[config.mk]
export PLATFORM = sky130hd
export DESIGN_NAME = spc_port
export DESIGN_NICKNAME = d
export VERILOG_FILES = /design/src/hdl/spc_pkg.sv /design/src/hdl/spc_port.sv
export SDC_FILE = /design/constraint.sdc
export NUM_CORES = 1
export LEC_CHECK = 0
export ABC_AREA = 1
export CORE_ASPECT_RATIO = 0.5
export CORE_UTILIZATION = 58
export CTS_CLUSTER_DIAMETER = 100
export CTS_CLUSTER_SIZE = 24
export DETAILED_ROUTE_END_ITERATION = 7
export DONT_BUFFER_PORTS = 1
export PLACE_DENSITY = 0.87
export SLEW_MARGIN = 10
export SYNTH_ARGS = -nofsm -noshare
export SYNTH_HDL_FRONTEND = slang
export SYNTH_SLANG_ARGS = --single-unit
export TNS_END_PERCENT = 1
[constraint.sdc]
create_clock -name clk_sys_i -period 2.9 [get_ports clk_sys_i]
set_input_delay 0 -clock clk_sys_i [delete_from_list [all_inputs] [get_ports clk_sys_i]]
set_output_delay 0 -clock clk_sys_i [all_outputs]
set_load 0.005 [all_outputs]
[src/hdl/spc_pkg.sv]
// Constants and state types for the serial port controller
package spc_pkg;
	localparam logic [31:0] FRAME_CONFIG_ADDR = 32'h4004_0000;
	localparam logic [31:0] PORT_CONTROL_ADDR = 32'h4004_0004;
	localparam logic [31:0] DATA_PORT_ADDR    = 32'h4004_0008;
	localparam logic [31:0] PORT_STATUS_ADDR  = 32'h4004_000c;
	localparam int LOOP_BIT = 0;
	localparam int EN_BIT   = 1;
	localparam int ROLE_BIT = 2;
	localparam int SOB_BIT  = 3;
	localparam int ST_TX_EMPTY = 0;
	localparam int ST_TX_ROOM  = 1;
	localparam int ST_RX_ENTRY = 2;
	localparam int ST_BUSY     = 4;
	localparam logic [3:0] FSS_RESET = 4'h0;
	localparam logic [3:0] FSS_MIN   = 4'h3;
	localparam logic [4:0] BITS_MIN  = 5'h04;
	localparam int Q_DEPTH = 8;
	localparam int Q_AW    = 3;
	localparam logic [Q_AW:0] Q_FULL = 4'h8;
	localparam int CLK_NS       = 10;
	localparam int SCLK_HALF_NS = 60;
	localparam int SCLK_HALF_CYC =
		(SCLK_HALF_NS / CLK_NS) < 1 ? 1 : SCLK_HALF_NS / CLK_NS;
	localparam logic [1:0] RESP_OKAY   = 2'h0;
	localparam logic [1:0] RESP_SLVERR = 2'h2;

	typedef enum logic [1:0] {SPC_IDLE, SPC_RUN, SPC_END} spc_eng_e;

	typedef struct packed {
		logic                       aw_got;
		logic                       awready;
		logic                       w_got;
		logic                       wready;
		logic                       bvalid;
		logic [1:0]                 bresp;
		logic [31:0]                waddr;
		logic [15:0]                wdata;
		logic [1:0]                 wstrb;
		logic                       arready;
		logic                       rvalid;
		logic [1:0]                 rresp;
		logic [31:0]                rdata;
		logic [3:0]                 fss;
		logic                       loop;
		logic                       en;
		logic                       role;
		logic                       sob;
		logic [Q_DEPTH-1:0][15:0]   txq;
		logic [Q_AW-1:0]            tx_rd;
		logic [Q_AW-1:0]            tx_wr;
		logic [Q_AW:0]              tx_cnt;
		logic [Q_DEPTH-1:0][15:0]   rxq;
		logic [Q_AW-1:0]            rx_rd;
		logic [Q_AW-1:0]            rx_wr;
		logic [Q_AW:0]              rx_cnt;
		spc_eng_e                   eng;
		logic [15:0]                shreg;
		logic [15:0]                rxsh;
		logic [4:0]                 bitcnt;
		logic [7:0]                 div;
		logic                       sclk;
		logic                       ssel;
		logic                       mosi;
		logic                       miso;
		logic                       sclk_oe;
		logic                       ssel_oe;
		logic                       mosi_oe;
		logic                       miso_oe;
		logic [2:0]                 sclk_s;
		logic [1:0]                 ssel_s;
		logic [1:0]                 mosi_s;
		logic [1:0]                 miso_s;
	} spc_state_s;
endpackage

[src/hdl/spc_port.sv]
// Serial port controller: AXI4-Lite registers, queues and shift engine
//
// Chosen here: register access over AXI4-Lite.
`timescale 1ns/100ps
module spc_port
	import spc_pkg::*;
#(
	parameter int HALF_CYC = SCLK_HALF_CYC
) (
	input  wire logic        clk_sys_i,
	input  wire logic        rst_b_i,
	input  wire logic [31:0] s_axi_awaddr_i,
	input  wire logic        s_axi_awvalid_i,
	output logic             s_axi_awready_o,
	input  wire logic [31:0] s_axi_wdata_i,
	input  wire logic [3:0]  s_axi_wstrb_i,
	input  wire logic        s_axi_wvalid_i,
	output logic             s_axi_wready_o,
	output logic [1:0]       s_axi_bresp_o,
	output logic             s_axi_bvalid_o,
	input  wire logic        s_axi_bready_i,
	input  wire logic [31:0] s_axi_araddr_i,
	input  wire logic        s_axi_arvalid_i,
	output logic             s_axi_arready_o,
	output logic [31:0]      s_axi_rdata_o,
	output logic [1:0]       s_axi_rresp_o,
	output logic             s_axi_rvalid_o,
	input  wire logic        s_axi_rready_i,
	input  wire logic        sclk_i,
	output logic             sclk_o,
	output logic             sclk_oe_o,
	input  wire logic        ssel_b_i,
	output logic             ssel_b_o,
	output logic             ssel_b_oe_o,
	input  wire logic        mosi_i,
	output logic             mosi_o,
	output logic             mosi_oe_o,
	input  wire logic        miso_i,
	output logic             miso_o,
	output logic             miso_oe_o
);

	if (HALF_CYC < 2 || HALF_CYC > 255) begin : g_bad_half
		$error("HALF_CYC must lie in 2..255");
	end

	// Unsupported short codes fall back to the shortest frame
	function automatic logic [4:0] frame_bits(input logic [3:0] code);
		frame_bits = (code < FSS_MIN) ? BITS_MIN : {1'b0, code} + 5'h01;
	endfunction

	function automatic logic top_bit(input logic [15:0] sh,
		input logic [3:0] code);
		top_bit = sh[4'(frame_bits(code) - 5'h01)];
	endfunction

	spc_state_s s;
	spc_state_s next_s;
	logic       tx_push;
	logic       tx_pop;
	logic       rx_push;
	logic       rx_pop;
	logic       rx_bit;
	logic       sclk_up;
	logic       sclk_dn;
	logic       half_done;
	logic [15:0] rx_head;

	assign rx_head = s.rxq[s.rx_rd];

	always_comb begin
		next_s = s;
		tx_push = 1'b0;
		tx_pop = 1'b0;
		rx_push = 1'b0;
		rx_pop = 1'b0;
		next_s.sclk_s = {s.sclk_s[1:0], sclk_i};
		next_s.ssel_s = {s.ssel_s[0], ssel_b_i};
		next_s.mosi_s = {s.mosi_s[0], mosi_i};
		next_s.miso_s = {s.miso_s[0], miso_i};
		sclk_up = s.sclk_s[1] && !s.sclk_s[2];
		sclk_dn = !s.sclk_s[1] && s.sclk_s[2];
		half_done = (s.div == 8'(HALF_CYC - 1));
		if (s.loop)
			rx_bit = s.role ? s.miso : s.mosi;
		else
			rx_bit = s.role ? s.mosi_s[1] : s.miso_s[1];

		// Write channel: address and data may arrive in either order
		if (s_axi_awvalid_i && s.awready) begin
			next_s.aw_got = 1'b1;
			next_s.waddr = s_axi_awaddr_i;
		end
		if (s_axi_wvalid_i && s.wready) begin
			next_s.w_got = 1'b1;
			next_s.wdata = s_axi_wdata_i[15:0];
			next_s.wstrb = s_axi_wstrb_i[1:0];
		end
		if (s.bvalid && s_axi_bready_i)
			next_s.bvalid = 1'b0;
		if (s.aw_got && s.w_got && !s.bvalid) begin
			next_s.aw_got = 1'b0;
			next_s.w_got = 1'b0;
			next_s.bvalid = 1'b1;
			next_s.bresp = RESP_OKAY;
			case (s.waddr)
				FRAME_CONFIG_ADDR: if (s.wstrb[0])
					next_s.fss = s.wdata[3:0];
				PORT_CONTROL_ADDR: if (s.wstrb[0]) begin
					next_s.loop = s.wdata[LOOP_BIT];
					next_s.en = s.wdata[EN_BIT];
					next_s.sob = s.wdata[SOB_BIT];
					if (!s.en)
						next_s.role = s.wdata[ROLE_BIT];
				end
				// Write to a full queue is dropped
				DATA_PORT_ADDR: tx_push = (|s.wstrb) && (s.tx_cnt != Q_FULL);
				PORT_STATUS_ADDR: ;
				default: next_s.bresp = RESP_SLVERR;
			endcase
		end

		// Read channel
		if (s.rvalid && s_axi_rready_i)
			next_s.rvalid = 1'b0;
		if (s_axi_arvalid_i && s.arready) begin
			next_s.rvalid = 1'b1;
			next_s.rresp = RESP_OKAY;
			next_s.rdata = '0;
			case (s_axi_araddr_i)
				FRAME_CONFIG_ADDR: next_s.rdata[3:0] = s.fss;
				PORT_CONTROL_ADDR:
					next_s.rdata[3:0] = {s.sob, s.role, s.en, s.loop};
				// pop oldest frame; upper bits stay zero
				DATA_PORT_ADDR: if (s.rx_cnt != '0) begin
					next_s.rdata[15:0] = rx_head;
					rx_pop = 1'b1;
				end
				PORT_STATUS_ADDR: begin
					next_s.rdata[ST_TX_EMPTY] = (s.tx_cnt == '0);
					next_s.rdata[ST_TX_ROOM] = (s.tx_cnt != Q_FULL);
					next_s.rdata[ST_RX_ENTRY] = (s.rx_cnt != '0);
					next_s.rdata[ST_BUSY] =
						(s.eng != SPC_IDLE) || (s.tx_cnt != '0);
				end
				default: next_s.rresp = RESP_SLVERR;
			endcase
		end

		// Shift engine, SPI mode 0: sample on rise, shift on fall
		case (s.eng)
			SPC_IDLE: begin
				next_s.sclk = 1'b0;
				next_s.ssel = 1'b1;
				next_s.rxsh = '0;
				next_s.bitcnt = '0;
				next_s.div = '0;
				// enabled master starts on waiting word
				if (s.en && !s.role && s.tx_cnt != '0) begin
					next_s.shreg = s.txq[s.tx_rd];
					tx_pop = 1'b1;
					next_s.ssel = 1'b0;
					next_s.eng = SPC_RUN;
				end else if (s.en && s.role && !s.ssel_s[1]) begin
					tx_pop = (s.tx_cnt != '0);
					next_s.shreg = tx_pop ? s.txq[s.tx_rd] : 16'h0000;
					next_s.eng = SPC_RUN;
				end
			end
			SPC_RUN: begin
				if (!s.en)
					next_s.eng = SPC_IDLE;
				else if (s.role) begin
					if (s.ssel_s[1])
						next_s.eng = SPC_IDLE;
					else if (sclk_up) begin
						next_s.rxsh = {s.rxsh[14:0], rx_bit};
						next_s.bitcnt = s.bitcnt + 5'h01;
						if (next_s.bitcnt == frame_bits(s.fss)) begin
							rx_push = 1'b1;
							next_s.bitcnt = '0;
						end
					end else if (sclk_dn) begin
						// next queued word follows in order
						if (s.bitcnt == '0) begin
							tx_pop = (s.tx_cnt != '0);
							next_s.shreg = tx_pop ? s.txq[s.tx_rd] : 16'h0000;
							next_s.rxsh = '0;
						end else
							next_s.shreg = {s.shreg[14:0], 1'b0};
					end
				end else begin
					next_s.div = s.div + 8'h01;
					if (half_done) begin
						next_s.div = '0;
						next_s.sclk = !s.sclk;
						if (!s.sclk) begin
							next_s.rxsh = {s.rxsh[14:0], rx_bit};
							next_s.bitcnt = s.bitcnt + 5'h01;
						end else if (s.bitcnt == frame_bits(s.fss)) begin
							rx_push = 1'b1;
							next_s.eng = SPC_END;
						end else
							next_s.shreg = {s.shreg[14:0], 1'b0};
					end
				end
			end
			SPC_END: begin
				next_s.div = s.div + 8'h01;
				// Select rises between frames so the slave can reframe
				if (!s.en || half_done) begin
					next_s.div = '0;
					next_s.ssel = 1'b1;
					next_s.eng = SPC_IDLE;
				end
			end
			default: next_s.eng = SPC_IDLE;
		endcase

		if (tx_push) begin
			next_s.txq[s.tx_wr] = s.wdata;
			next_s.tx_wr = s.tx_wr + 3'h1;
		end
		if (tx_pop)
			next_s.tx_rd = s.tx_rd + 3'h1;
		next_s.tx_cnt = s.tx_cnt + {3'h0, tx_push} - {3'h0, tx_pop};
		// Frame received into a full queue is lost
		if (rx_push && s.rx_cnt != Q_FULL) begin
			next_s.rxq[s.rx_wr] = next_s.rxsh;
			next_s.rx_wr = s.rx_wr + 3'h1;
		end else
			rx_push = 1'b0;
		if (rx_pop)
			next_s.rx_rd = s.rx_rd + 3'h1;
		next_s.rx_cnt = s.rx_cnt + {3'h0, rx_push} - {3'h0, rx_pop};

		// master drives clock, select and MOSI
		next_s.mosi = top_bit(next_s.shreg, s.fss);
		next_s.miso = top_bit(next_s.shreg, s.fss);
		next_s.sclk_oe = next_s.en && !next_s.role;
		next_s.ssel_oe = next_s.en && !next_s.role;
		next_s.mosi_oe = next_s.en && !next_s.role;
		next_s.miso_oe = next_s.en && next_s.role && !next_s.sob &&
			!s.ssel_s[1];
		next_s.awready = !next_s.aw_got && !next_s.bvalid;
		next_s.wready = !next_s.w_got && !next_s.bvalid;
		next_s.arready = !next_s.rvalid;
	end

	always_ff @(posedge clk_sys_i) begin
		if (!rst_b_i)
			s <= '0;
		else
			s <= next_s;
	end

	assign s_axi_awready_o = s.awready;
	assign s_axi_wready_o = s.wready;
	assign s_axi_bresp_o = s.bresp;
	assign s_axi_bvalid_o = s.bvalid;
	assign s_axi_arready_o = s.arready;
	assign s_axi_rdata_o = s.rdata;
	assign s_axi_rresp_o = s.rresp;
	assign s_axi_rvalid_o = s.rvalid;
	assign sclk_o = s.sclk;
	assign sclk_oe_o = s.sclk_oe;
	assign ssel_b_o = s.ssel;
	assign ssel_b_oe_o = s.ssel_oe;
	assign mosi_o = s.mosi;
	assign mosi_oe_o = s.mosi_oe;
	assign miso_o = s.miso;
	assign miso_oe_o = s.miso_oe;
endmodule // spc_port

---- Word level (Yosys, flattened, before mapping) ----
Index checks and enable logic that the tools add are counted.
storage, ports and cells
  register bits ........................... 422
  bits in latches ......................... 0
  bits in writable memories ............... 0
  bits in read-only memories .............. 0
  input port bits ......................... 111
  output and inout port bits .............. 49
  logic and storage cells ................. 247
  memories kept ........................... 0
operators by class
  add/sub/neg operators ................... 12
  $mul .................................... 0
  div/mod/pow operators ................... 0
  magnitude comparators ................... 8
  equal/unequal tests ..................... 28
  shift-type cells ........................ 0
  mux-type cells .......................... 88
  bitwise operators ....................... 0
  reduce and logical (&&, ||, !) cells .... 57
operators with widths
  cell                                                                           count
  128-bit bitwise mux                                                            2
  32-bit by 31-bit equality test with 1-bit output (second input constant)       8
  16-bit 2-to-1 mux                                                              11
  16-bit binary-select mux with 3-bit select                                     2
  16-bit demux with 3-bit select                                                 2
  37-bit case mux with 2 select lines                                            1
  18-bit 2-to-1 mux                                                              3
  48-bit 2-to-1 mux                                                              1
  46-bit 2-to-1 mux                                                              1
  39-bit 2-to-1 mux                                                              1
  37-bit 2-to-1 mux                                                              1
  1-bit 2-to-1 mux                                                               35
  35-bit 2-to-1 mux                                                              1
  32-bit 2-to-1 mux                                                              1
  4-bit != test (second input constant)                                          6
  8-bit case mux with 3 select lines                                             1
  1-bit logical AND                                                              23
  21-bit 2-to-1 mux                                                              1
  3-bit by 4-bit less-than comparator with 1-bit output (second input constant)  4
  5-bit 2-to-1 mux                                                               3
  3-bit != test (second input constant)                                          5
  1-bit zero test                                                                13
  3-bit by 1-bit adder with 3-bit output (second input constant)                 4
  2-bit 2-to-1 mux                                                               6
  other kinds (36)                                                               57

---- Longest topological paths before layout ----
Gate-level depths: netlist (run 1).
  word-level depth ........................ 13
  gate-level depth with buffers ........... 21

---- Worst setup path before layout (run 1) ----
OpenSTA, ideal clock, no wires.
  kind .................................... register to register
  from .................................... register s[344] in the netlist's numbering
  to ...................................... register s[66] in the netlist's numbering
  library setup time ...................... 0.128 ns
  data arrival time ....................... 2.920 ns
  required time ........................... 2.772 ns
  setup slack ............................. -0.148 ns
  cell stages (with the launch flop) ...... 18
  path buffers ............................ 0
  period minus slack after synthesis ...... 3.048 ns
  cell sequence ........................... dfxtp_1 ha_1 inv_1 nand2_1 nand2_1 inv_1 nor2_1 nor2_1 nand3_2 o31ai_4 nand2_1 ha_1 inv_1 ha_1 inv_1 fa_1 xor2_1 nor2_1
between the ends
  word-level cells in the longest chain between the ends .. 13
ends and longest elaborated chain
  element                                                                                                                 line                              source
  start: declaration                                                                                                      spc_port.sv:57                    spc_state_s s;
  start signal: assignment                                                                                                spc_port.sv:254                   s <= next_s;
  4-bit by 1-bit adder with 5-bit output / 4-bit by 2-bit less-than comparator with 1-bit output (equally long branches)  -
  5-bit 2-to-1 mux (*)                                                                                                    -
  5-bit equality test, on equally long branches                                                                           spc_port.sv:200, spc_port.sv:179
  1-bit 2-to-1 mux, on equally long branches                                                                              spc_port.sv:200, spc_port.sv:179
  1-bit 2-to-1 mux, on equally long branches                                                                              spc_port.sv:197, spc_port.sv:176
  1-bit 2-to-1 mux, on equally long branches                                                                              spc_port.sv:194, spc_port.sv:174
  1-bit 2-to-1 mux (*)                                                                                                    spc_port.sv:173                   else if (s.role) begin
  1-bit 2-to-1 mux (*)                                                                                                    spc_port.sv:171                   if (!s.en)
  1-bit 2-to-1 mux (*)                                                                                                    spc_port.sv:151                   case (s.eng)
  1-bit logical AND                                                                                                       spc_port.sv:228                   if (rx_push && s.rx_cnt != Q_FULL) begin
  1-bit 2-to-1 mux (*)                                                                                                    spc_port.sv:228
  4-bit by 1-bit adder with 4-bit output (*)                                                                              spc_port.sv:235                   next_s.rx_cnt = s.rx_cnt + {3'h0, rx_push} - {3'h0, rx_pop};
  4-bit by 1-bit subtractor with 4-bit output (*)                                                                         spc_port.sv:235
Mark *: on every way between the ends. The rest lies on a longest branch, timed or not.
A chain may end at the register's enable or synchronous reset.

---- Final worst setup path (run 1) ----
  from .................................... register s[424] in the netlist's numbering
  to ...................................... register s[267] in the netlist's numbering
between the ends
  word-level cells in the longest chain between the ends .. 3
ends and longest elaborated chain
  element                                           line             source
  32-bit by 31-bit equality test with 1-bit output  spc_port.sv:106  case (s.waddr)
  1-bit 2-to-1 mux                                  spc_port.sv:106
  1-bit 2-to-1 mux                                  spc_port.sv:101  if (s.aw_got && s.w_got && !s.bvalid) begin
Every way passes these cells.

==> results of run 1 <==
## cells by family after synthesis
group / after synthesis / share of synthesized area, %
adder cells (fa/ha/maj): 27 / 1.78
AND/OR/NAND/NOR: 790 / 16.6
flip-flops: 420 / 42.5
buffers and inverters: 577 / 11.8
AO/OA/AOI/OAI: 1009 / 26.8
XOR/XNOR: 11 / 0.487
other: 1 / 0.0189
## metal layers
layer  track usage [%]  share of wire, %
met1              42.9                38
met2              55.9                44
met3              8.24                11
met4              18.4               6.9
met5                 0             0.065
## final cells by class
class / instances / area [sq um] / area share, %
clock inverter: 1 / 16.3 / 0.0726
clock buffer: 21 / 526 / 2.34
timing repair buffer: 235 / 2210 / 9.87
tap: 441 / 552 / 2.46
antenna: 7 / 17.5 / 0.0781
inverter: 364 / 1370 / 6.11
sequential: 420 / 8420 / 37.6
multi-input combinational: 1855 / 9300 / 41.5
## synthesized netlist by cell type (all sizes together), types with 2 or more instances
master / n / area (sq um)
a31oi: 7 / 43.8
nor4: 8 / 50.1
nand4: 25 / 156
clkinv: 20 / 75.1
o22ai: 7 / 43.8
ha: 25 / 313
nor3: 17 / 85.1
xor2: 7 / 61.3
a22oi: 7 / 52.6
xnor2: 4 / 35.0
o221ai: 7 / 61.3
dfxtp: 420 / 8410
and3: 2 / 12.5
nand3: 132 / 666
o2111ai: 2 / 17.5
buf: 71 / 445
nand2: 285 / 1070
clkbuf: 142 / 533
inv: 344 / 1290
or2: 3 / 18.8
o211ai: 10 / 75.1
fa: 2 / 40.0
nor3b: 5 / 37.5
a211oi: 41 / 308
nor2: 310 / 1170
a21oi: 442 / 2220
o21ai: 480 / 2410
## state kept, by name, indices dropped and copies added (netlist names)
| signal | flops |
|---|---|
| miso_o | 1 |
| miso_oe_o | 1 |
| mosi_oe_o | 1 |
| next_s | 5 |
| s | 387 |
| s_axi_arready_o | 1 |
| s_axi_awready_o | 1 |
| s_axi_bresp_o | 1 |
| s_axi_bvalid_o | 1 |
| s_axi_rdata_o | 16 |
| s_axi_rresp_o | 1 |
| s_axi_rvalid_o | 1 |
| s_axi_wready_o | 1 |
| sclk_o | 1 |
| ssel_b_o | 1 |
## what timing repair did
| item | 4_1_cts | 5_1_grt |
|---|---|---|
| hold endpoints to repair | 341 | 1 |
| hold buffers | 147 | 1 |
| setup endpoints to repair | 0 | 196 |
| resized for setup | 0 | 59 |
| buffers inserted | 0 | 3 |
## critical path, stage by stage (launching register included)
cell,delay (ns)
dfxtp_1,0.45
nor4_4,0.51
and3_4,0.30
nand2_2,0.09
nor2_4,0.12
nand3_2,0.11
nor2_4,0.22
nand2_2,0.15
nor2_2,0.36
buf_12,0.25
o21ai_0,0.09
a21oi_1,0.12
dlygate4sd3_1,0.56
## worst max-delay path by stage
stage	from	to
after CTS	s[433]$_SDFFE_PN0P_	s[267]$_SDFFE_PN0P_
after global routing	s[424]$_SDFFE_PN0P_	s[267]$_SDFFE_PN0P_
after global placement	s[345]$_SDFFE_PN0P_	s[66]$_SDFF_PN0_
final	s[424]$_SDFFE_PN0P_	s[267]$_SDFFE_PN0P_
after detailed placement	s[345]$_SDFFE_PN0P_	s[67]$_SDFF_PN0_
after floorplan	s[344]$_SDFFE_PN0P_	s[66]$_SDFF_PN0_
## placed cells by master, fill, tap and decap left out, drive strengths merged
master       netlist  routed
o211ai            10      10
dfxtp            420     420
diode              0       7
nand2            285     285
and3               2       2
nor2             310     310
inv              344     343
a32o               1       1
a22o               1       1
dlygate4sd3        0     146
nand3b             1       1
o21a               1       1
a211oi            41      41
xor2               7       7
xnor2              4       4
nor3              17      17
nand4             25      25
o221a              1       1
o22ai              7       7
fa                 2       2
a2111oi            1       1
a31oi              7       7
a22oi              7       7
o221ai             7       7
conb               1      18
o31ai              1       1
nor3b              5       5
ha                25      25
or2                3       3
nand3            132     132
o21ai            480     480
buf               71      89
nor4               8       8
clkbuf           142      21
and2               1       1
o2111ai            2       2
clkinv            20      22
a21oi            442     442
or4                1       1
## metrics by stage
stage | setup slack, ns | instance area, sq um | TNS (ns) | power [mW] | hold WS [ns]
floorplan | 0.00223 | 19900 | 0 | 6.67 | 0.0976
global placement | 0.136 | 20100 | 0 | 6.84 | 0.101
detailed placement | 0.104 | 20100 | 0 | 6.86 | 0.102
CTS | 0.0162 | 22100 | 0 | 10.1 | 0.0385
global route | -0.553 | 22400 | -6.56 | 10.7 | 0.0958
finish | -0.550 | 22400 | -4.83 | 10.4 | 0.0853
## where the power goes
group / total, mW / internal [mW] / switching, mW
clock: 3.26 / 1.32 / 1.94
combinational: 1.17 / 0.373 / 0.799
sequential: 5.96 / 5.86 / 0.0971
==> key figures, run 1 <==
Placed design
  • DP HPWL: 32600 um
  • Placer congestion estimate: between 0.9 and 1
  • Port bufs: 0
  • Dpl cells: 3165

Global routing
  • Global-route wire length before repair: between 90000 and 100000 um
  • GR Overflow Total: 0
  • Vias in the first global route: roughly 19000
  • Pin count of the biggest net entering global routing: 232
  • Initial antenna violation count: 10
  • Total GRT Usage: 34.5%

Synth
  • Yosys cell types: 46
  • Dominant synthesized flop cell: dfxtp_1
  • Post-synth EDFFs: 0
  • Synth Instances: 2835
  • Asr flop ratio synth: 0%
  • Sequential area share after synthesis: between 40% and 50%
  • Cell Area, Synth: 19800 sq um
  • Yosys warning count: 0
  • Flops & latches, synth: 420
  • Mean Syn Cell Area: between 6 and 7 sq um

STA
  • Worst setup margin: -0.550 ns
  • Max-slew headroom: roughly 30%
  • Pin slew with the least headroom to its limit: 1.05 ns
  • Final hold vios: 0
  • Skew final: 0.0423 ns
  • FMAX: about 290 MHz
  • Final period utilization: 119%
  • Setup-failing EPs final: 33
  • Pins over their slew limit: 0
  • Min cycle time layout: between 3 and 4 ns
  • RSZ-0062 raised after global routing: yes

Worst hold path
  • WHS Endpoint: miso_o$_SDFF_PN0_
  • Hold path cells: 3
  • Hold Startpoint: rst_b_i
  • Worst hold path class: in2reg

Finish
  • Non-Filler Instances: between 3000 and 4000
  • Fraction of layout cells with a size suffix above 1: 6.11%
  • Fillers: 2599
  • Layout Nets: ~3000
  • Util after Layout: 67.2%
  • Area growth syn-to-layout: 13.3%

Worst setup path
  • Worst r2r src: s[424]$_SDFFE_PN0P_
  • Reg2reg end: s[267]$_SDFFE_PN0P_
  • Worst-case reg-to-reg path depth: 12
  • Startpoint Class: register
  • Flop-to-flop setup slack: -0.55 ns
  • Crit Path Category: reg2reg
  • Max Fanout on Critical Path: 32
  • CP endpoint kind: register
  • Data arrival, critical path: roughly 4 ns
  • Worst Path Required: 3.40 ns

Floorplan
  • Num rows: 47
  • Die Y: 133 um
  • Initial core utilization: between 50 and 60%
  • Die ar.: 34900 sq um
  • Core area: around 33000 sq um
  • Top Ports: 160
  • Die W: ~260 um

Clock tree
  • Clock root buffer: clkbuf_16
  • Maximum buffer depth of the clock tree: 3
  • CTS tree: yes
  • CTS clock-pin slew for the worst setup and hold paths: 0.13 ns
  • TritonCTS Buffers: 21
  • Later-pin clock latency in the skew report: 0.58 ns
  • CTS HTree Levels: 1
  • Clock sink count: 420

Outcome
  • Outcome: complete, but fails checks
  • Failing checks: design-rule violations, negative setup slack

Route
  • Vias/cell: 6.20
  • Final wirelength: about 65000 um
  • DRT Pass-1 Iters: 8
  • Iter 0 DRT Violations: around 3200
  • Drt drc: 15
  • Vias: 20700
  • Wirelength per Cell: 19.4 um
  • Routed Antenna Nets: 0

Job
  • Max_cap viols: 0

Power and ir drop
  • Maximum VDD drop: roughly 0.00040 V
  • Pleak: 8.44 nW
  • Pwr/cell area: between 400 and 500 nW/um^2
(Power assumes the default switching activity.)
==> inputs of run 2 (changes only) <==
--- a/config.mk
+++ b/config.mk
@@ -5,8 +5,8 @@
 export SDC_FILE = /design/constraint.sdc
 export NUM_CORES = 1
 export LEC_CHECK = 0
-export ABC_AREA = 1
 export CORE_ASPECT_RATIO = 0.5
+export CORE_MARGIN = 2
 export CORE_UTILIZATION = 58
 export CTS_CLUSTER_DIAMETER = 100
 export CTS_CLUSTER_SIZE = 24
==> run 2 against run 1 <==
  * Sequential power shrank 1%
  * Clock skew down 0.022 ns
  * Combinational power shrank 69%
  * Largest cell class unchanged
  * Worst setup slack better by 0.26 ns
  * Die area grew 0.19%
  * Sequential share of layout area rose by 1.3 points
  * Critical path type unchanged
  * Fmax increased by 8.3%
  * Hold slack got worse by 0.11 ns
  * The run ends with negative hold slack, negative setup slack left
==> key figures, run 2 <==
Placed design
  • Port bufs: 0
  • Placer congestion estimate: 0.958
  • Post-Place Worst Slack: -0.492 ns
  • Dpl cells: ~2600
  • DP HPWL: 32600 um

Worst setup path
  • CP endpoint kind: register
  • Startpoint Class: register
  • Crit Path Category: reg2reg
  • Worst r2r src: s[345]$_SDFFE_PN0P_
  • Worst Path Required: 3.33 ns
  • Data arrival, critical path: 3.61 ns
  • Max Fanout on Critical Path: 6
  • CP startpoint: s[345]$_SDFFE_PN0P_

Floorplan
  • Top Ports: 160
  • Die Y: 133 um
  • Die W: roughly 260 um
  • Die ar.: 35000 sq um
  • Initial core utilization: approximately three fifths
  • Num rows: 47
  • Core area: 33000 sq um

Clock tree
  • CTS HTree Levels: 1
  • Clock sink count: 420
  • CTS tree: yes
  • Maximum buffer depth of the clock tree: 3
  • CTS clock-pin slew for the worst setup and hold paths: 0.10 ns
  • Clock root buffer: clkbuf_16
  • TritonCTS Buffers: 21
  • Later-pin clock latency in the skew report: 0.55 ns

Finish
  • Max reg flops: about 390
  • Area growth syn-to-layout: 12.0%
  • Most frequent cells in the layout: nand2_1, dfxtp_1, a21oi_1, buf_4, o21ai_1
  • Most common cell after layout, fill and taps aside: nand2_1
  • Util after Layout: roughly two thirds
  • Fraction of layout cells with a size suffix above 1: around 15%
  • Non-Filler Instances: 2720
  • Biggest register: s
  • Layout Nets: 2411
  • Fillers: 2369

Power and ir drop
  • Pwr/cell area: around 430 nW/um^2
  • Sequential Power Share: ~63%
  • Clock Power Share: 33.7%
  • Pleak: 7.60 nW
  • Cell internal pwr: approximately 7.3 mW
  • Maximum VDD drop: 0.000339 V
  • Final Power: 9.41 mW
  • Net Sw Power: between 2 and 2.5 mW
  • Logic pwr share: approximately 3.8%
  • Switching Share: 22.9%

Route
  • Final wirelength: 54500 um
  • Wirelength per Cell: 20.0 um
  • Vias: ~17000
  • Routed Antenna Nets: 0
  • Vias/cell: 6.34
  • DRT Pass-1 Iters: 7
  • Drt drc: 0
  • Iter 0 DRT Violations: roughly 2200

Synth
  • Cell taking the most area after synthesis: dfxtp_1
  • Asr flop ratio synth: 0%
  • Yosys cell types: slightly above 90
  • Yosys warning count: 0
  • Mean Syn Cell Area: 8.65 sq um
  • Post-synth top cells: nand2_1, dfxtp_1, a21oi_1
  • Dominant synthesized flop cell: dfxtp_1
  • Sequential area share after synthesis: 43.4%
  • Yosys top cell area share: 43.4%
  • Flops & latches, synth: 420
  • Top cells by area, synth: dfxtp_1, nand2_1, mux4_2, a21oi_1, nand3_1
  • Post-synth EDFFs: 0
  • Cell Area, Synth: 19400 sq um
  • Synth Instances: 2239
  • Count leader, synth: nand2_1

Outcome
  • Failing checks: negative hold slack, negative setup slack
  • Outcome: complete, but fails checks

Global routing
  • Initial antenna violation count: 3
  • GR Overflow Total: 0
  • Pin count of the biggest net entering global routing: 168
  • Vias in the first global route: about 16000
  • Global-route wire length before repair: 84200 um
  • Total GRT Usage: 29.6%

STA
  • Max-slew headroom: between 20% and 30%
  • Final period utilization: 110%
  • Min cycle time layout: 3.19 ns
  • RSZ-0062 raised after global routing: yes
  • Pins over their slew limit: 0
  • Pin slew with the least headroom to its limit: roughly 1.2 ns
  • FMAX: ~310 MHz
  • Setup_tns: -3.01 ns
  • Setup-failing EPs final: 79
  • Worst setup margin: -0.286 ns
  • Skew final: about 0.02 ns
  • Final hold vios: 4
  • Final hold slack: -0.0239 ns

Worst hold path
  • Hold Startpoint: rst_b_i
  • Worst hold path class: in2reg

Job
  • Max_cap viols: 0
[run 2: final timing paths]
check | end | slack, ns | depth (start not counted)
max reg2reg | s[67]$_SDFF_PN0_ | -0.29 | 15
max | s[67]$_SDFF_PN0_ | -0.29 | 15
min reg2reg | next_s[8]$_SDFF_PN0_ | 0.44 | 1
min | s_axi_bresp_o[1]$_SDFFE_PN0P_ | -0.02 | 3
[run 2: cell type report]
class	instances	area, sq um	area share (%)
Timing Repair Buffer	209	1910	8.78
Inverter	46	180	0.831
Clock buffer	22	529	2.44
Multi-Input combinational cell	1575	10100	46.4
Sequential cell	420	8430	38.8
Antenna cell	6	15.0	0.0692
Tap cell	441	552	2.54
Clock inverter	1	16.3	0.0750
[run 2: worst max-delay path: stages, from the launching register on]
cell and delay [ns]:
dfxtp_4 0.38, ha_4 0.19, buf_6 0.13, or3_4 0.38, nor2_4 0.10, o21ai_1 0.06, a22o_1 0.26, o41ai_2 0.37
nand2_1 0.15, ha_4 0.19, inv_1 0.06, ha_1 0.23, a21o_1 0.20, a21oi_2 0.13, xnor2_1 0.14, nor2_1 0.07
[run 2: per-stage QoR]
stage / area [sq um] / hold WS (ns)
6_report: 21700 / -0.0239
5_1_grt: 21700 / 0.0155
4_1_cts: 21400 / 0.00506
3_5_place_dp: 20100 / 0.130
3_3_place_gp: 20100 / 0.129
2_1_floorplan: 19500 / 0.127
[run 2: kinds of logic after synthesis]
logic type / after synthesis / share of synthesized area, %
other: 1 / 0.0194
xor gates and xnor gates: 29 / 1.46
DFF: 420 / 43.4
buffers and inverters: 261 / 6.74
and+or+nand+nor: 846 / 20.2
AOI/OAI and AO/OA: 542 / 16.3
muxes: 113 / 10.0
adders and majority gates: 27 / 1.82
[run 2: per-layer routing]
layer,share of wire [%],track usage (%)
met1,38,36.0
met5,0,0
met4,5.4,15.4
met3,9.1,5.12
met2,48,51.0
[run 2: timing repair]
action                                 CTS  global route
pin swaps                                8            13
resized for setup                       22            66
gates cloned                             0             0
hold buffers                            63             0
setup endpoints to repair              117           205
endpoints found under the hold margin  237             0
setup buffers                            3             0
[run 2: power by group through the flow]
stage	clock, mW	sequential, mW	combinational [mW]
3_5_place_dp	0	6.01	0.219
2_1_floorplan	0	5.97	0.249
3_3_place_gp	0	6.00	0.212
4_1_cts	3.16	5.87	0.329
6_report	3.18	5.88	0.358
5_1_grt	3.38	5.88	0.382
